File: config.mk
export PLATFORM = sky130hd
export DESIGN_NAME = acc_ctrl
export DESIGN_NICKNAME = d
export VERILOG_FILES = /design/src/acc_pkg.sv /design/src/acc_sar.sv /design/src/acc_ctrl.sv
export SDC_FILE = /design/constraint.sdc
export NUM_CORES = 1
export LEC_CHECK = 0
export BUFFER_PORTS_ARGS = -buffer_cell sky130_fd_sc_hd__buf_2
export CORE_UTILIZATION = 45
export DETAILED_ROUTE_END_ITERATION = 8
export PLACE_DENSITY = 0.73
export SYNTH_ARGS = -nofsm -noshare
export SYNTH_HDL_FRONTEND = slang
export SYNTH_HIERARCHICAL = 1
export SYNTH_SLANG_ARGS = --single-unit
File: constraint.sdc
create_clock -name core_clk_i -period 2.2 [get_ports core_clk_i]
set_input_delay 0.33 -clock core_clk_i [delete_from_list [all_inputs] [get_ports core_clk_i]]
set_output_delay 0.33 -clock core_clk_i [all_outputs]
set_load 0.03 [all_outputs]
File: src/acc_pkg.sv
package acc_pkg;
  // ****************************************
  // register map (byte addresses)
  // ****************************************
  localparam logic [7:0] CTRL0_OFFS = 8'h00;
  localparam logic [7:0] CTRL2_OFFS = 8'h04;
  localparam logic [7:0] RES_HI_OFFS = 8'h08;
  localparam logic [7:0] RES_LO_OFFS = 8'h0C;
  localparam logic [7:0] IRQ_STAT_OFFS = 8'h10;
  localparam logic [7:0] IRQ_MASK_OFFS = 8'h14;
  localparam logic [7:0] INSTR_OFFS = 8'h18;
  // ****************************************
  // fields
  // ****************************************
  localparam int EN_BIT = 0;
  localparam int GO_BIT = 1;
  localparam int CHS_LSB = 2;
  localparam int CHS_W = 4;
  localparam int ACQ_W = 3;
  localparam int RES_W = 10;
  localparam logic [7:0] CTRL0_RST = 8'h00;
  localparam logic [2:0] CTRL2_RST = 3'h0;
  // ****************************************
  // timing: one bit period in core clocks
  // ****************************************
  localparam int CLK_NS = 20;
  localparam int TAD_NS = 1000;
  localparam int TAD_CYC = (TAD_NS + CLK_NS - 1) / CLK_NS;
  typedef enum logic [2:0] {
    ACC_IDLE = 3'b000,
    ACC_DEFER = 3'b001,
    ACC_ACQ = 3'b010,
    ACC_CONV = 3'b011,
    ACC_LOAD = 3'b100
  } acc_state_t;
  // acquisition periods per code
  function automatic logic [4:0] acc_acq_periods(input logic [2:0] code);
    case (code)
      3'h0: acc_acq_periods = 5'h00;
      3'h1: acc_acq_periods = 5'h02;
      3'h2: acc_acq_periods = 5'h04;
      3'h3: acc_acq_periods = 5'h06;
      3'h4: acc_acq_periods = 5'h08;
      3'h5: acc_acq_periods = 5'h0C;
      3'h6: acc_acq_periods = 5'h10;
      default: acc_acq_periods = 5'h14;
    endcase
  endfunction
endpackage

File: src/acc_sar.sv
`timescale 1ns/10ps
`default_nettype none
// ****************************************
// successive approximation trial register
// ****************************************
module acc_sar
(
  input wire logic core_clk_i,
  input wire logic rst_b_i,
  input wire logic clear_i,
  input wire logic step_i,
  input wire logic [3:0] bit_idx_i,
  input wire logic cmp_i,
  output logic [9:0] trial_o
);
  import acc_pkg::*;
  logic [9:0] trial_r;
  logic [9:0] trial_nxt;
  // trial bit set, then kept or dropped by the comparator, msb first
  always_comb
  begin
    trial_nxt = trial_r;
    if (clear_i)
      trial_nxt = 10'h200;
    else if (step_i)
    begin
      trial_nxt[bit_idx_i] = cmp_i;
      if (bit_idx_i != 4'h0)
        trial_nxt[bit_idx_i - 4'h1] = 1'b1;
    end
  end
  always_ff @(posedge core_clk_i or negedge rst_b_i)
  begin
    if (!rst_b_i)
      trial_r <= 10'h000;
    else
      trial_r <= trial_nxt;
  end
  assign trial_o = trial_r;
endmodule // acc_sar
`default_nettype wire

File: src/acc_ctrl.sv
`timescale 1ns/10ps
`default_nettype none
// ****************************************
// converter control with apb registers
// ****************************************
module acc_ctrl
(
  input wire logic core_clk_i,
  input wire logic rst_b_i,
  input wire logic psel,
  input wire logic penable,
  input wire logic pwrite,
  input wire logic [7:0] paddr,
  input wire logic [31:0] pwdata,
  output logic [31:0] prdata,
  output logic pready,
  output logic pslverr,
  input wire logic cmp_i,
  output logic conv_power_o,
  output logic [3:0] channel_o,
  output logic sample_o,
  output logic [9:0] dac_trial_o,
  output logic irq_o
);
  import acc_pkg::*;
  typedef struct packed {
    logic en;
    logic go;
    logic [3:0] input_channel_select;
    logic [2:0] acq;
    logic [9:0] res;
    logic done_st;
    logic done_msk;
    acc_state_t st;
    logic [5:0] tad_cnt;
    logic [4:0] per_cnt;
    logic [3:0] bit_idx;
    logic [31:0] rdata;
    logic rdy;
    logic err;
    logic sample;
    logic irq;
  } acc_regs_t;
  acc_regs_t q_r;
  acc_regs_t q_nxt;
  logic [9:0] trial;
  logic wr_acc;
  logic rd_acc;
  logic tad_tick;
  logic sar_clear;
  logic sar_step;
  // ****************************************
  // bus decode
  // ****************************************
  // single answer after one wait state: pready in the second access-phase cycle
  assign wr_acc = psel && penable && pwrite;
  assign rd_acc = psel && penable && !pwrite;
  assign tad_tick = (q_r.tad_cnt == 6'(TAD_CYC - 1));
  assign sar_clear = (q_r.st == ACC_ACQ || q_r.st == ACC_DEFER) && q_nxt.st == ACC_CONV;
  assign sar_step = (q_r.st == ACC_CONV) && tad_tick;
  acc_sar u_sar
  (
    .core_clk_i(core_clk_i),
    .rst_b_i(rst_b_i),
    .clear_i(sar_clear),
    .step_i(sar_step),
    .bit_idx_i(q_r.bit_idx),
    .cmp_i(cmp_i),
    .trial_o(trial)
  );
  function automatic logic [31:0] rd_mux(input acc_regs_t s, input logic [7:0] a);
    case (a)
      CTRL0_OFFS: rd_mux = {26'h0, s.input_channel_select, s.go, s.en};
      CTRL2_OFFS: rd_mux = {29'h0, s.acq};
      RES_HI_OFFS: rd_mux = {30'h0, s.res[9:8]};
      RES_LO_OFFS: rd_mux = {24'h0, s.res[7:0]};
      IRQ_STAT_OFFS: rd_mux = {31'h0, s.done_st};
      IRQ_MASK_OFFS: rd_mux = {31'h0, s.done_msk};
      default: rd_mux = 32'h0;
    endcase
  endfunction
  // ****************************************
  // next state
  // ****************************************
  always_comb
  begin
    q_nxt = q_r;
    q_nxt.rdy = 1'b0;
    q_nxt.err = 1'b0;
    q_nxt.tad_cnt = (q_r.st == ACC_IDLE || q_r.st == ACC_DEFER || tad_tick)
      ? 6'h00 : q_r.tad_cnt + 6'h01;
    // register access, answered one cycle into the access phase
    if ((wr_acc || rd_acc) && !q_r.rdy)
    begin
      q_nxt.rdy = 1'b1;
      q_nxt.err = (paddr > INSTR_OFFS) || (paddr[1:0] != 2'b00);
      q_nxt.rdata = rd_mux(q_r, paddr);
      if (rd_acc && paddr == IRQ_STAT_OFFS)
        q_nxt.done_st = 1'b0; // read clears
      if (wr_acc)
      begin
        case (paddr)
          CTRL0_OFFS:
          begin
            q_nxt.en = pwdata[EN_BIT];
            q_nxt.input_channel_select = pwdata[CHS_LSB +: CHS_W];
            // start only taken with the converter already on
            if (pwdata[GO_BIT] && q_r.en && pwdata[EN_BIT] && q_r.st == ACC_IDLE)
            begin
              q_nxt.go = 1'b1;
              q_nxt.st = ACC_DEFER;
            end
          end
          CTRL2_OFFS: q_nxt.acq = pwdata[ACQ_W-1:0];
          IRQ_MASK_OFFS: q_nxt.done_msk = pwdata[0];
          default: q_nxt.en = q_nxt.en;
        endcase
      end
    end
    // ****************************************
    // conversion sequencer
    // ****************************************
    case (q_r.st)
      ACC_IDLE: q_nxt.sample = q_nxt.en;
      ACC_DEFER:
      begin
        // waits for the next instruction strobe write
        if (wr_acc && !q_r.rdy && paddr == INSTR_OFFS)
        begin
          q_nxt.per_cnt = acc_acq_periods(q_r.acq);
          q_nxt.bit_idx = 4'(RES_W - 1);
          if (q_r.acq == 3'h0)
          begin
            q_nxt.st = ACC_CONV;
            q_nxt.sample = 1'b0;
          end
          else
            q_nxt.st = ACC_ACQ;
        end
      end
      ACC_ACQ:
        if (tad_tick)
        begin
          q_nxt.per_cnt = q_r.per_cnt - 5'h01;
          if (q_r.per_cnt == 5'h01)
          begin
            q_nxt.st = ACC_CONV;
            q_nxt.sample = 1'b0;
          end
        end
      ACC_CONV:
        if (tad_tick)
        begin
          q_nxt.bit_idx = q_r.bit_idx - 4'h1;
          if (q_r.bit_idx == 4'h0)
            q_nxt.st = ACC_LOAD;
        end
      ACC_LOAD:
      begin
        q_nxt.res = trial;
        q_nxt.go = 1'b0;
        q_nxt.done_st = 1'b1; // set beats read clear
        q_nxt.st = ACC_IDLE;
      end
      default: q_nxt.st = ACC_IDLE;
    endcase
    // disabling aborts everything
    if (!q_nxt.en)
    begin
      q_nxt.st = ACC_IDLE;
      q_nxt.go = 1'b0;
      q_nxt.sample = 1'b0;
    end
    q_nxt.irq = q_nxt.done_st && q_nxt.done_msk;
  end
  always_ff @(posedge core_clk_i or negedge rst_b_i)
  begin
    if (!rst_b_i)
    begin
      q_r <= '0;
      q_r.st <= ACC_IDLE;
    end
    else
      q_r <= q_nxt;
  end
  assign prdata = q_r.rdata;
  assign pready = q_r.rdy;
  assign pslverr = q_r.err;
  assign conv_power_o = q_r.en;
  assign channel_o = q_r.input_channel_select;
  assign sample_o = q_r.sample;
  assign dac_trial_o = trial;
  assign irq_o = q_r.irq;
endmodule // acc_ctrl
`default_nettype wire

== Word-level counts from Yosys, hierarchy flattened ==
Cells that the tools add are included.

* Register bits after elaboration: 61
* Input bits: 46
* Output and inout port bits: 51
* Logic and storage cells: 140

* $add $sub $neg: 3
* $lt $le $gt $ge: 5
* Equality and inequality tests: 31
* Multiplexer cells: 46
* Bitwise logic cells: 1
* Reductions and logical operators: 37

{| class="wikitable"
|+ Operators by type and width
! cell !! count
|-
| 8-bit one-hot mux with 6 select lines || 1
|-
| 5-bit one-hot mux with 7 select lines || 1
|-
| 10-bit two-way mux || 3
|-
| 3-bit two-way mux || 9
|-
| 9-bit two-way mux || 3
|-
| 8-bit by 5-bit == test with 1-bit output, second input constant || 3
|-
| 8-bit by 4-bit == test with 1-bit output, second input constant || 2
|-
| 3-bit by 2-bit == test with 1-bit output, second input constant || 5
|-
| 1-bit logical AND || 15
|-
| 1-bit two-way mux || 15
|-
| 5-bit two-way mux || 3
|-
| 3-bit == test, second input constant || 4
|-
| 3-bit by 1-bit != test with 1-bit output, second input constant || 4
|-
| 3-bit one-hot mux with 4 select lines || 1
|-
| 3-bit AND reduction || 4
|-
| 10-bit bitwise mux || 1
|-
| 4-bit by 5-bit less-than comparator with 1-bit output, second input constant || 2
|-
| 10-bit bitwise OR || 1
|-
| 5-bit one-hot mux with 2 select lines || 1
|-
| 3-bit by 2-bit != test with 1-bit output, second input constant || 3
|-
| 1-bit demux with 4-bit select || 2
|-
| 8-bit by 3-bit == test with 1-bit output, second input constant || 1
|-
| 4-bit by 1-bit >= comparator with 1-bit output, second input constant || 2
|-
| 8-bit by 5-bit greater-than comparator with 1-bit output, second input constant || 1
|-
| other kinds (24) || 36
|}

== Depth between registers and ports, before layout ==
Gate-level depths: netlist of the first run.

* Word-level depth: 14
* Gate-level depth with buffers: 10
* Gate-level depth less buffers: 9

== Hierarchy ==
Netlist of the first run, hierarchy kept.

{| class="wikitable"
|+ By module, submodules not included
! module !! times used !! cells an instance !! area an instance (sq um) !! seq. area each (sq um)
|-
| acc_ctrl || 1 || 279 || 2842.7 || 1276.2
|-
| acc_sar || 1 || 60 || 623.1 || 250.2
|}

== Worst setup path after synthesis of the first run ==
Ideal clock, no wire load.

* Path type: reg-to-reg
* Start: register q_r[37] (netlist name)
* End: register u_sar.trial_r[7] (netlist: u_sar/trial_o[7])
* Library setup time: 0.077 ns
* Data arrival time: 2.246 ns
* Data required time: 2.123 ns
* Setup slack: -0.123 ns
* Cell stages (with the launch flop): 11
* Path buffers: 1
* Clock period less this slack: 2.323 ns
* Cell sequence: dfrtp_1 -> inv_1 -> ha_1 -> or3b_2 -> nor3_1 -> a2bb2oi_1 -> a311oi_2 -> o21a_1 -> clkbuf_1 -> a41o_1 -> a21oi_1

{| class="wikitable"
|+ RTL lines
! what !! RTL line !! text
|-
| from (decl) || acc_ctrl.sv:44 || <nowiki>acc_regs_t q_r;</nowiki>
|-
| from (signal assigned) || acc_ctrl.sv:184 || <nowiki>q_r <= q_nxt;</nowiki>
|-
| to (signal assigned) || acc_sar.sv:37 || <nowiki>trial_r <= trial_nxt;</nowiki>
|-
| to (decl) || acc_sar.sv:17 || <nowiki>logic [9:0] trial_r;</nowiki>
|}

==> reports/qor.txt, run 1 <==
fmax = 470 MHz
FFs w/ async S/R, synth = 1.00
number of global-route vias before repair = 2447
via count = 2609
fill cell total of the finished layout = 639
H-tree depth = 3
Util after Layout = 0.552
Ys Warns = 6
Critical Path Start Type = register
clock sink count = 61
Syn Std Cell Area = 3470 sq um
Die W = 89.8 microns
PwrDens = 569 nW/um^2
First DRT Iteration DRCs = 184
Worst-Margin Slew = 0.528 ns
clk slew on worst S/H paths = 0.06 ns
largest net degree at the start of global routing = 62
Die Span Y = 89.8 microns
DR top layer = met4
arrival time at the worst endpoint = 2.33 ns
die area = 8060 sq um
cts bufs inserted = 9
clk buf depth = 2
outcome = completed
worst-path fanout max = 9
switching power = 0.000559 W
Setup WS post-layout = 0.0740 ns
routability cong. = 0.833
WL/cell = 13.9 microns
GRT Overall Usage = 0.186
DRC = 0
clk_lat worst skew = 0.34 ns
worst rel slew slack = 0.643
setup TNS = 0 ns
Routed WL = 7000 microns
post-layout minimum cycle time = 2.13 ns
post-synthesis cell type count = 67
largest area contributor in the netlist = dfrtp_1
Worst EP required = 2.40 ns
core area = 7330 sq um
Design Area, Final = 4050 sq um
antenna cells = 0
Post-DP HPWL = 5140 microns
Initial Utilization = 0.473
number of I/O port buffers = 46
DRT met1 WL = 3320 microns
Reg power frac = 0.491
Ports = 97
Hold Path Class = input pin to register
drt pass-1 iters = 4
DP Worst Slack = -0.0889 ns
first-pass GRT wire length = 12000 microns
Gate power share = 0.072
Synth Instances = 339
most common cell in the netlist = dfrtp_1
clock skew = 0.00669 ns
Cell Int Power = 0.00175 W
via density per instance = 5.18
WS Path Type = register to register
DP Area = 3770 sq um
final net count = 452
Slew Limit Fails = 0
Area contributors post-synth = dfrtp_1 44%, buf_4 8.0%, mux2_2 5.8%
Final Cycle Share = 0.966
share of cells above drive strength 1 = 0.338
Area Overhead vs Synth = 16.9%
final setup fails = 0
sequential area share after synthesis = 0.440
Crit. End Element = register
Tot Pwr = 0.00231 W
ANT nets after route = 0
worst vdd ir = 295 uV
main flop type after synthesis = dfrtp_1
DR WL met3 = 347 microns
Synth Area per Inst = 10.2 sq um
commonest cells in the netlist = 61 x dfrtp_1, 37 x buf_4, 23 x nand2_1, 22 x nor2_1, 18 x mux2_2
initial antenna violation count = 0
Sw Share = 0.242
Post-synth EDFFs = 0
post-synthesis register bit count = 61
CTS Root Buffer Type = clkbuf_8
Clock Power Share = 0.437
CTS tree = yes
row cnt = 31
met2 WL = 3220 microns
Leak Pwr = 1.95 nW
GRT overflow = 0
Final Hold Viols = 0
Synth top area share = 0.440
Max Cap Viol = 0
-- logic make-up after synthesis --
kind of cell | synth area share
buffers and inverters | 0.121
muxes | 0.0852
DFF | 0.440
other | 0.00108
and+or+nand+nor | 0.204
AOI/OAI and AO/OA | 0.115
adders and majority gates | 0.0181
xor gates and xnor gates | 0.0152
-- stage by stage --
step	std cells	hold slack (ns)
after floorplan	362	0.0344
after global placement	485	0.362
after detailed placement	485	0.363
after CTS	501	0.205
after global routing	504	0.197
final	504	0.220
-- layout make-up --
type                            instances  area (sq um)  share of cell area
Tap cell                               99           124              0.0306
Sequential cell                        61          1530               0.377
Timing Repair Buffer                   78           489               0.121
Multi-Input combinational cell        236          1650               0.408
Clock buffer                           12           155              0.0383
Inverter                               15          56.3              0.0139
Clock inverter                          3          45.0              0.0111
-- timing repair --
action,4_1_cts,5_1_grt
resized for setup,4,7
endpoints found under the hold margin,44,0
buffers inserted,0,3
endpoints found under the setup margin,2,10
pin swaps,0,3
cloned,0,0
hold buffers,1,0
-- path summary, 6_finish.rpt --
path / from / end / slack (ns) / depth (start not counted)
hold reg to reg: prdata[6] / prdata[6] / 0.47 / 2
hold / removal: pwdata[4] / channel_o[2] / 0.22 / 2
setup / recovery: q_r[52] / u_sar/trial_o[1] / 0.07 / 8
setup reg to reg: q_r[52] / u_sar/trial_o[1] / 0.07 / 8
min in group asynchronous: rst_b_i / q_r[48] / 0.52 / 3
max in group asynchronous: rst_b_i / u_sar/trial_o[3] / 1.42 / 3
-- power groups by stage --
| stage | clock, W | sequential (W) | combinational, W |
|---|---|---|---|
| floorplan | 0 | 0.00116 | 0.000125 |
| global placement | 0 | 0.00115 | 0.000163 |
| detailed placement | 0 | 0.00115 | 0.000165 |
| CTS | 0.00103 | 0.00113 | 0.000166 |
| global route | 0.00108 | 0.00113 | 0.000180 |
| finish | 0.00101 | 0.00113 | 0.000166 |
-- placed cells by master, fill, tap and decap left out, types with 4 or more instances in the layout --
master and n:
o31ai_1 5, a21oi_1 8, and2_1 5, clkbuf_8 11, nor2b_1 4, buf_2 46
conb_1 24, mux2i_1 7, o21ai_0 10, nor3_1 9, xnor2_1 4, mux2_2 18
inv_1 14, buf_4 29, dfrtp_1 61, a211oi_1 4, or2_2 4, nand2_1 23
nor2_1 22, nand3_1 12, ha_1 5
-- worst max-delay path, cell delays in order, from the launching register on --
cell and delay (ns):
dfrtp_1 0.36, buf_4 0.16, or3b_4 0.42, nor3_4 0.21, a2bb2oi_2 0.09, a311oi_2 0.34
o21a_2 0.24, buf_4 0.13, a311oi_2 0.04
-- flip-flops by register name (all words and copies together) (netlist names) --
| register | cells |
|---|---|
| conv_power_o | 1 |
| pready | 1 |
| q_r | 34 |
| channel_o | 4 |
| pslverr | 1 |
| irq_o | 1 |
| sample_o | 1 |
| prdata | 8 |
| u_sar/trial_o | 10 |
-- layer usage --
| metal | track usage | vias up |
|---|---|---|
| li1 | - | 1267 |
| met1 | 0.262 | 1259 |
| met2 | 0.276 | 73 |
| met3 | 0.0491 | 10 |
| met4 | 0.0669 | 0 |
| met5 | 0 | - |
Note: power is estimated with default switching activity, not from simulation.
==> inputs of run 2 (changes only) <==
CORE_UTILIZATION = 40   (was 45)
PLACE_DENSITY = 0.66   (was 0.73)
SLEW_MARGIN = 20   (was not set)
==> run 2 against run 1 <==
Net effect:
- clock skew rose by 0.0030 ns
- fmax grew 2.0%
- routed wire length rose by 4.2%
- clock power rose by 11%
- power increased by 4.7%
- final cell count up 2.0%
- critical endpoint is now u_sar/trial_o[3]
==> reports/qor.txt, run 2 (synthesis gave the netlist of run 1 again) <==
via density per instance = 5.09 (-1.7%)
core area = 8300 sq um (+13%)
most frequent cells in the layout = 61 x dfrtp_1, 46 x buf_2, 32 x buf_4, 24 x conb_1, 23 x nand2_1
DRC = 0 (unchanged)
Leak Pwr = 1.98 nW (+1.3%)
crit-path max cell delay = 0.40 ns (-0.02 ns)
WS Path Type = register to register
Max Cap Viol = 0 (unchanged)
Final Cycle Share = 0.947 (-0.0189)
most common cell after layout, fill and taps aside = dfrtp_1
Area Overhead vs Synth = 18.3%
Worst-Margin Slew = 0.561 ns (+0.0338 ns)
Initial Utilization = 0.418 (-0.0552)
Slew Limit Fails = 0 (unchanged)
clk slew on worst S/H paths = 0.08 ns (+0.02 ns)
largest register by flop count = q_r
routability cong. = 0.790 (-5.2%)
PwrDens = 588 nW/um^2 (+3.4%)
die area = 9040 sq um (+12%)
Sequential Area = 1530 sq um (unchanged)
Hold Path Class = input pin to register
First DRT Iteration DRCs = 68 (-63%)
outcome = completed
Setup WS post-layout = 0.116 ns (+0.0416 ns)
worst vdd ir = 273 uV (-7.7%)
H-tree depth = 3 (unchanged)
clk buf depth = 2 (unchanged)
Die W = 95.1 microns (+5.9%)
crit path buf inv count = 2 (unchanged)
CTS tree = yes
share of cells above drive strength 1 = 0.347 (+0.00892)
Largest register FFs = 34 (unchanged)
CP top delay family = compound AO/OA/AOI/OAI gates
antenna cells = 0 (unchanged)
clock sink count = 61 (unchanged)
worst rel slew slack = 0.626 (-0.0176)
via count = 2615 (+0.23%)
worst-path fanout max = 6 (-3)
clock skew = 0.00966 ns (+0.00297 ns)
Ports = 97 (unchanged)
Routed WL = 7290 microns (+4.2%)
Die Span Y = 95.1 microns (+5.9%)
number of global-route vias before repair = 2565 (+4.8%)
Final Hold Viols = 0 (unchanged)
clk_lat worst skew = 0.34 ns (about the same)
DP Worst Slack = -0.0400 ns (+0.0489 ns)
drt pass-1 iters = 4 (unchanged)
first-pass GRT wire length = 12500 microns (+4.4%)
row cnt = 33 (+6.5%)
setup TNS = 0 ns (unchanged)
final net count = 455 (+0.66%)
fmax = 480 MHz (+2.0%)
Critical Path Start Type = register
cts bufs inserted = 9 (unchanged)
ANT nets after route = 0 (unchanged)
Crit. End Element = register
fill cell total of the finished layout = 783 (+23%)
GRT overflow = 0 (unchanged)
WL/cell = 14.2 microns (+2.2%)
final setup fails = 0 (unchanged)
GRT Overall Usage = 0.181 (-0.00570)
number of I/O port buffers = 46 (unchanged)
post-layout minimum cycle time = 2.08 ns (-0.0416 ns)
CTS Root Buffer Type = clkbuf_8
largest net degree at the start of global routing = 40 (-35%)
Worst EP required = 2.45 ns (+0.05 ns)
CP cell instances = inv_1, ha_1, or3b_4, nor3_4, a2bb2oi_2, a311oi_2, o21a_2, buf_6, a221oi_2
arrival time at the worst endpoint = 2.33 ns (about the same)
area of the multi-input gates = 1650 sq um (about the same)
Post-DP HPWL = 5330 microns (+3.6%)
initial antenna violation count = 0 (unchanged)
Max stage delay cell, worst path = or3b_4
-- run 2: power breakdown --
part	switching (W)	leakage [nW]	internal [W]
registers	0.00000457	0.780	0.00113
logic	0.000125	1.09	0.0000406
clock network	0.000475	0.110	0.000643
total	0.000604	1.98	0.00181
-- run 2: final cells by class --
type | instances | area share
timing repair buffer | 81 | 0.125
inverter | 15 | 0.0137
sequential | 61 | 0.372
tap | 105 | 0.0320
clock buffer | 9 | 0.0302
multi-input combinational | 236 | 0.403
clock inverter | 7 | 0.0241
-- run 2: repair_timing --
action / CTS / global route
endpoints found under the setup margin: 3 / 10
endpoints found under the hold margin: 22 / 0
hold buffers: 1 / 0
pin swaps: 0 / 4
gates resized for setup: 2 / 9
buffers inserted: 0 / 4
-- run 2: metal layers --
metal / track usage / wire length [microns] / up-vias
met5: 0 / 0 / -
met3: 0.0423 / 308 / 14
li1: - / - / 1272
met2: 0.280 / 3450 / 63
met1: 0.243 / 3380 / 1266
met4: 0.0720 / 154 / 0
-- run 2: per-stage QoR --
| step | util | cells | hold slack (ns) | power, W | instance area (sq um) |
|---|---|---|---|---|---|
| 2_1_floorplan | - | 362 | 0.0344 | 0.00128 | 3560 |
| 3_3_place_gp | 0.457 | 493 | 0.349 | 0.00132 | 3790 |
| 3_5_place_dp | 0.457 | 493 | 0.357 | 0.00132 | 3790 |
| 4_1_cts | 0.486 | 510 | 0.211 | 0.00244 | 4040 |
| 5_1_grt | 0.494 | 514 | 0.205 | 0.00250 | 4100 |
| 6_report | 0.494 | 514 | 0.218 | 0.00241 | 4100 |
-- run 2: worst paths after layout --
check	start	to	slack, ns	depth (start not counted)
max	q_r[36]	u_sar/trial_o[3]	0.12	9
min	pwdata[5]	channel_o[3]	0.22	2
max reg2reg	q_r[36]	u_sar/trial_o[3]	0.12	9
min reg2reg	prdata[6]	prdata[6]	0.47	2
max in group asynchronous	rst_b_i	u_sar/trial_o[3]	1.08	3
min in group asynchronous	rst_b_i	q_r[43]	0.52	2
==> inputs of run 3 (changes only) <==
CORE_ASPECT_RATIO = 1.75   (was not set)
==> run 3 against run 2 <==
Net effect:
- sequential power hardly changed
- routed wire length is 5.4% higher
- clock power is 26% higher
- final cell count is 1.2% higher
- non-clock buffer count is 3 lower
- via count is 0.46% higher
- sequential cell count stayed put
- die area is 0.16% higher
- worst setup slack worse by 0.0053 ns
==> reports/qor.txt, run 3 (synthesis gave the netlist of run 1 again) <==
outcome = completed
Crit. End Element = register
routability cong. = 0.855 (+8.3%)
core area = 8370 sq um (+0.83%)
Die Span Y = 125 microns (+32%)
ANT nets after route = 0 (unchanged)
number of global-route vias before repair = 2674 (+4.2%)
first-pass GRT wire length = 12600 microns (+0.89%)
Hold Path Class = input pin to async pin
Final Hold Viols = 0 (unchanged)
final net count = 452 (-0.66%)
clk slew on worst S/H paths = 0.05 ns (-0.03 ns)
WS Path Type = register to register
clock skew = 0.00502 ns (-0.00464 ns)
Slew Limit Fails = 0 (unchanged)
clk_lat worst skew = 0.33 ns (about the same)
DRC = 0 (unchanged)
via density per instance = 5.05 (-0.70%)
Post-DP HPWL = 5720 microns (+7.4%)
Routed WL = 7690 microns (+5.4%)
WL/cell = 14.8 microns (+4.2%)
Die W = 72.4 microns (-24%)
via count = 2627 (+0.46%)
Final Cycle Share = 0.950 (+0.00242)
CTS Root Buffer Type = clkbuf_16
GRT overflow = 0 (unchanged)
Max Cap Viol = 0 (unchanged)
Max stage delay cell, worst path = dfrtp_1
die area = 9060 sq um (+0.16%)
initial antenna violation count = 0 (unchanged)
Area Overhead vs Synth = 19.2%
clock sink count = 61 (unchanged)
clk buf depth = 2 (unchanged)
Initial Utilization = 0.414 (-0.00343)
GRT Overall Usage = 0.184 (+0.00299)
number of I/O port buffers = 46 (unchanged)
cts bufs inserted = 9 (unchanged)
row cnt = 44 (+33%)
drt pass-1 iters = 4 (unchanged)
Setup WS post-layout = 0.110 ns (-0.00533 ns)
Sequential Area = 1530 sq um (unchanged)
fmax = 479 MHz (-0.26%)
largest net degree at the start of global routing = 62 (+55%)
worst vdd ir = 417 uV (+53%)
final setup fails = 0 (unchanged)
H-tree depth = 3 (unchanged)
largest register by flop count = q_r
Worst-Margin Slew = 0.776 ns (+0.214 ns)
crit-path max cell delay = 0.43 ns (+0.03 ns)
area of the multi-input gates = 1630 sq um (-1.1%)
PwrDens = 656 nW/um^2 (+12%)
antenna cells = 0 (unchanged)
setup TNS = 0 ns (unchanged)
CTS tree = yes
fill cell total of the finished layout = 813 (+3.8%)
Leak Pwr = 2.00 nW (+0.93%)
Worst EP required = 2.40 ns (-0.05 ns)
most frequent cells in the layout = 61 x dfrtp_1, 46 x buf_2, 32 x buf_4, 24 x conb_1, 23 x nand2_1
most common cell after layout, fill and taps aside = dfrtp_1
worst rel slew slack = 0.483 (-0.143)
CP cell instances = nor3_1, nand4_1, or3_4, a311oi_2, o21a_2, buf_4, a221oi_2
Ports = 97 (unchanged)
First DRT Iteration DRCs = 118 (+74%)
Critical Path Start Type = register
DP Worst Slack = -0.0414 ns (-0.00136 ns)
post-CTS setup buffer count = 0 (unchanged)
Largest register FFs = 34 (unchanged)
post-layout minimum cycle time = 2.09 ns (+0.00533 ns)
arrival time at the worst endpoint = 2.29 ns (-0.04 ns)
share of cells above drive strength 1 = 0.336 (-0.0114)
worst-path fanout max = 5 (-1)
==> run 3: layout make-up <==
type | instances | share of cell area
well taps | 115 | 0.0348
clock inverters | 4 | 0.0115
multi-input cells | 236 | 0.396
repair buffers | 78 | 0.114
inverters | 15 | 0.0136
clock buffers | 11 | 0.0612
flip-flops and latches | 61 | 0.369
==> run 3: where the power goes <==
group	total [W]	leakage [nW]	internal, W	switching [W]
combinational	0.000164	1.07	0.0000374	0.000126
clock	0.00141	0.147	0.000926	0.000488
sequential	0.00113	0.780	0.00113	0.00000461
total	0.00271	2.00	0.00209	0.000619
==> run 3: worst max-delay path, delay by kind of cell (launching register included) <==
family                 cells  cell delay [ns]
AND/OR/NAND/NOR            3             0.80
AO/OA/AOI/OAI              3             0.59
flip-flops                 1             0.43
buffers and inverters      1             0.15
==> run 3: path summary, 6_finish.rpt <==
kind	startpoint	to	slack, ns	cells after the start
worst min register to register	prdata[6]	prdata[6]	0.46	2
worst max-delay path	q_r[51]	u_sar/trial_o[3]	0.11	7
worst min-delay path	rst_b_i	u_sar/trial_o[5]	0.16	2
worst max register to register	q_r[51]	u_sar/trial_o[3]	0.11	7
min in group core_clk_i	pwdata[3]	channel_o[1]	0.23	2
max in group asynchronous	rst_b_i	irq_o	1.52	2
==> run 3: per-layer routing <==
layer | track usage | vias up | part of all wire
met5 | 0 | - | 0
li1 | - | 1266 | -
met3 | 0.0371 | 17 | 0.034
met1 | 0.190 | 1280 | 0.38
met4 | 0.0911 | 0 | 0.028
met2 | 0.339 | 64 | 0.56
==> run 3: through the flow <==
stage          instances   util  hold WS (ns)  power (W)  area [sq um]
6_report             520  0.494         0.158    0.00271          4130
5_1_grt              520  0.494         0.235    0.00280          4130
4_1_cts              520  0.492         0.193    0.00273          4120
3_5_place_dp         505  0.455         0.451    0.00132          3810
3_3_place_gp         505  0.455         0.444    0.00132          3810
2_1_floorplan        362      -        0.0344    0.00128          3560
==> run 3: timing repair <==
| item | in CTS | in global routing |
|---|---|---|
| hold buffers | 0 | 0 |
| resized for setup | 2 | 4 |
| setup endpoints to repair | 4 | 6 |
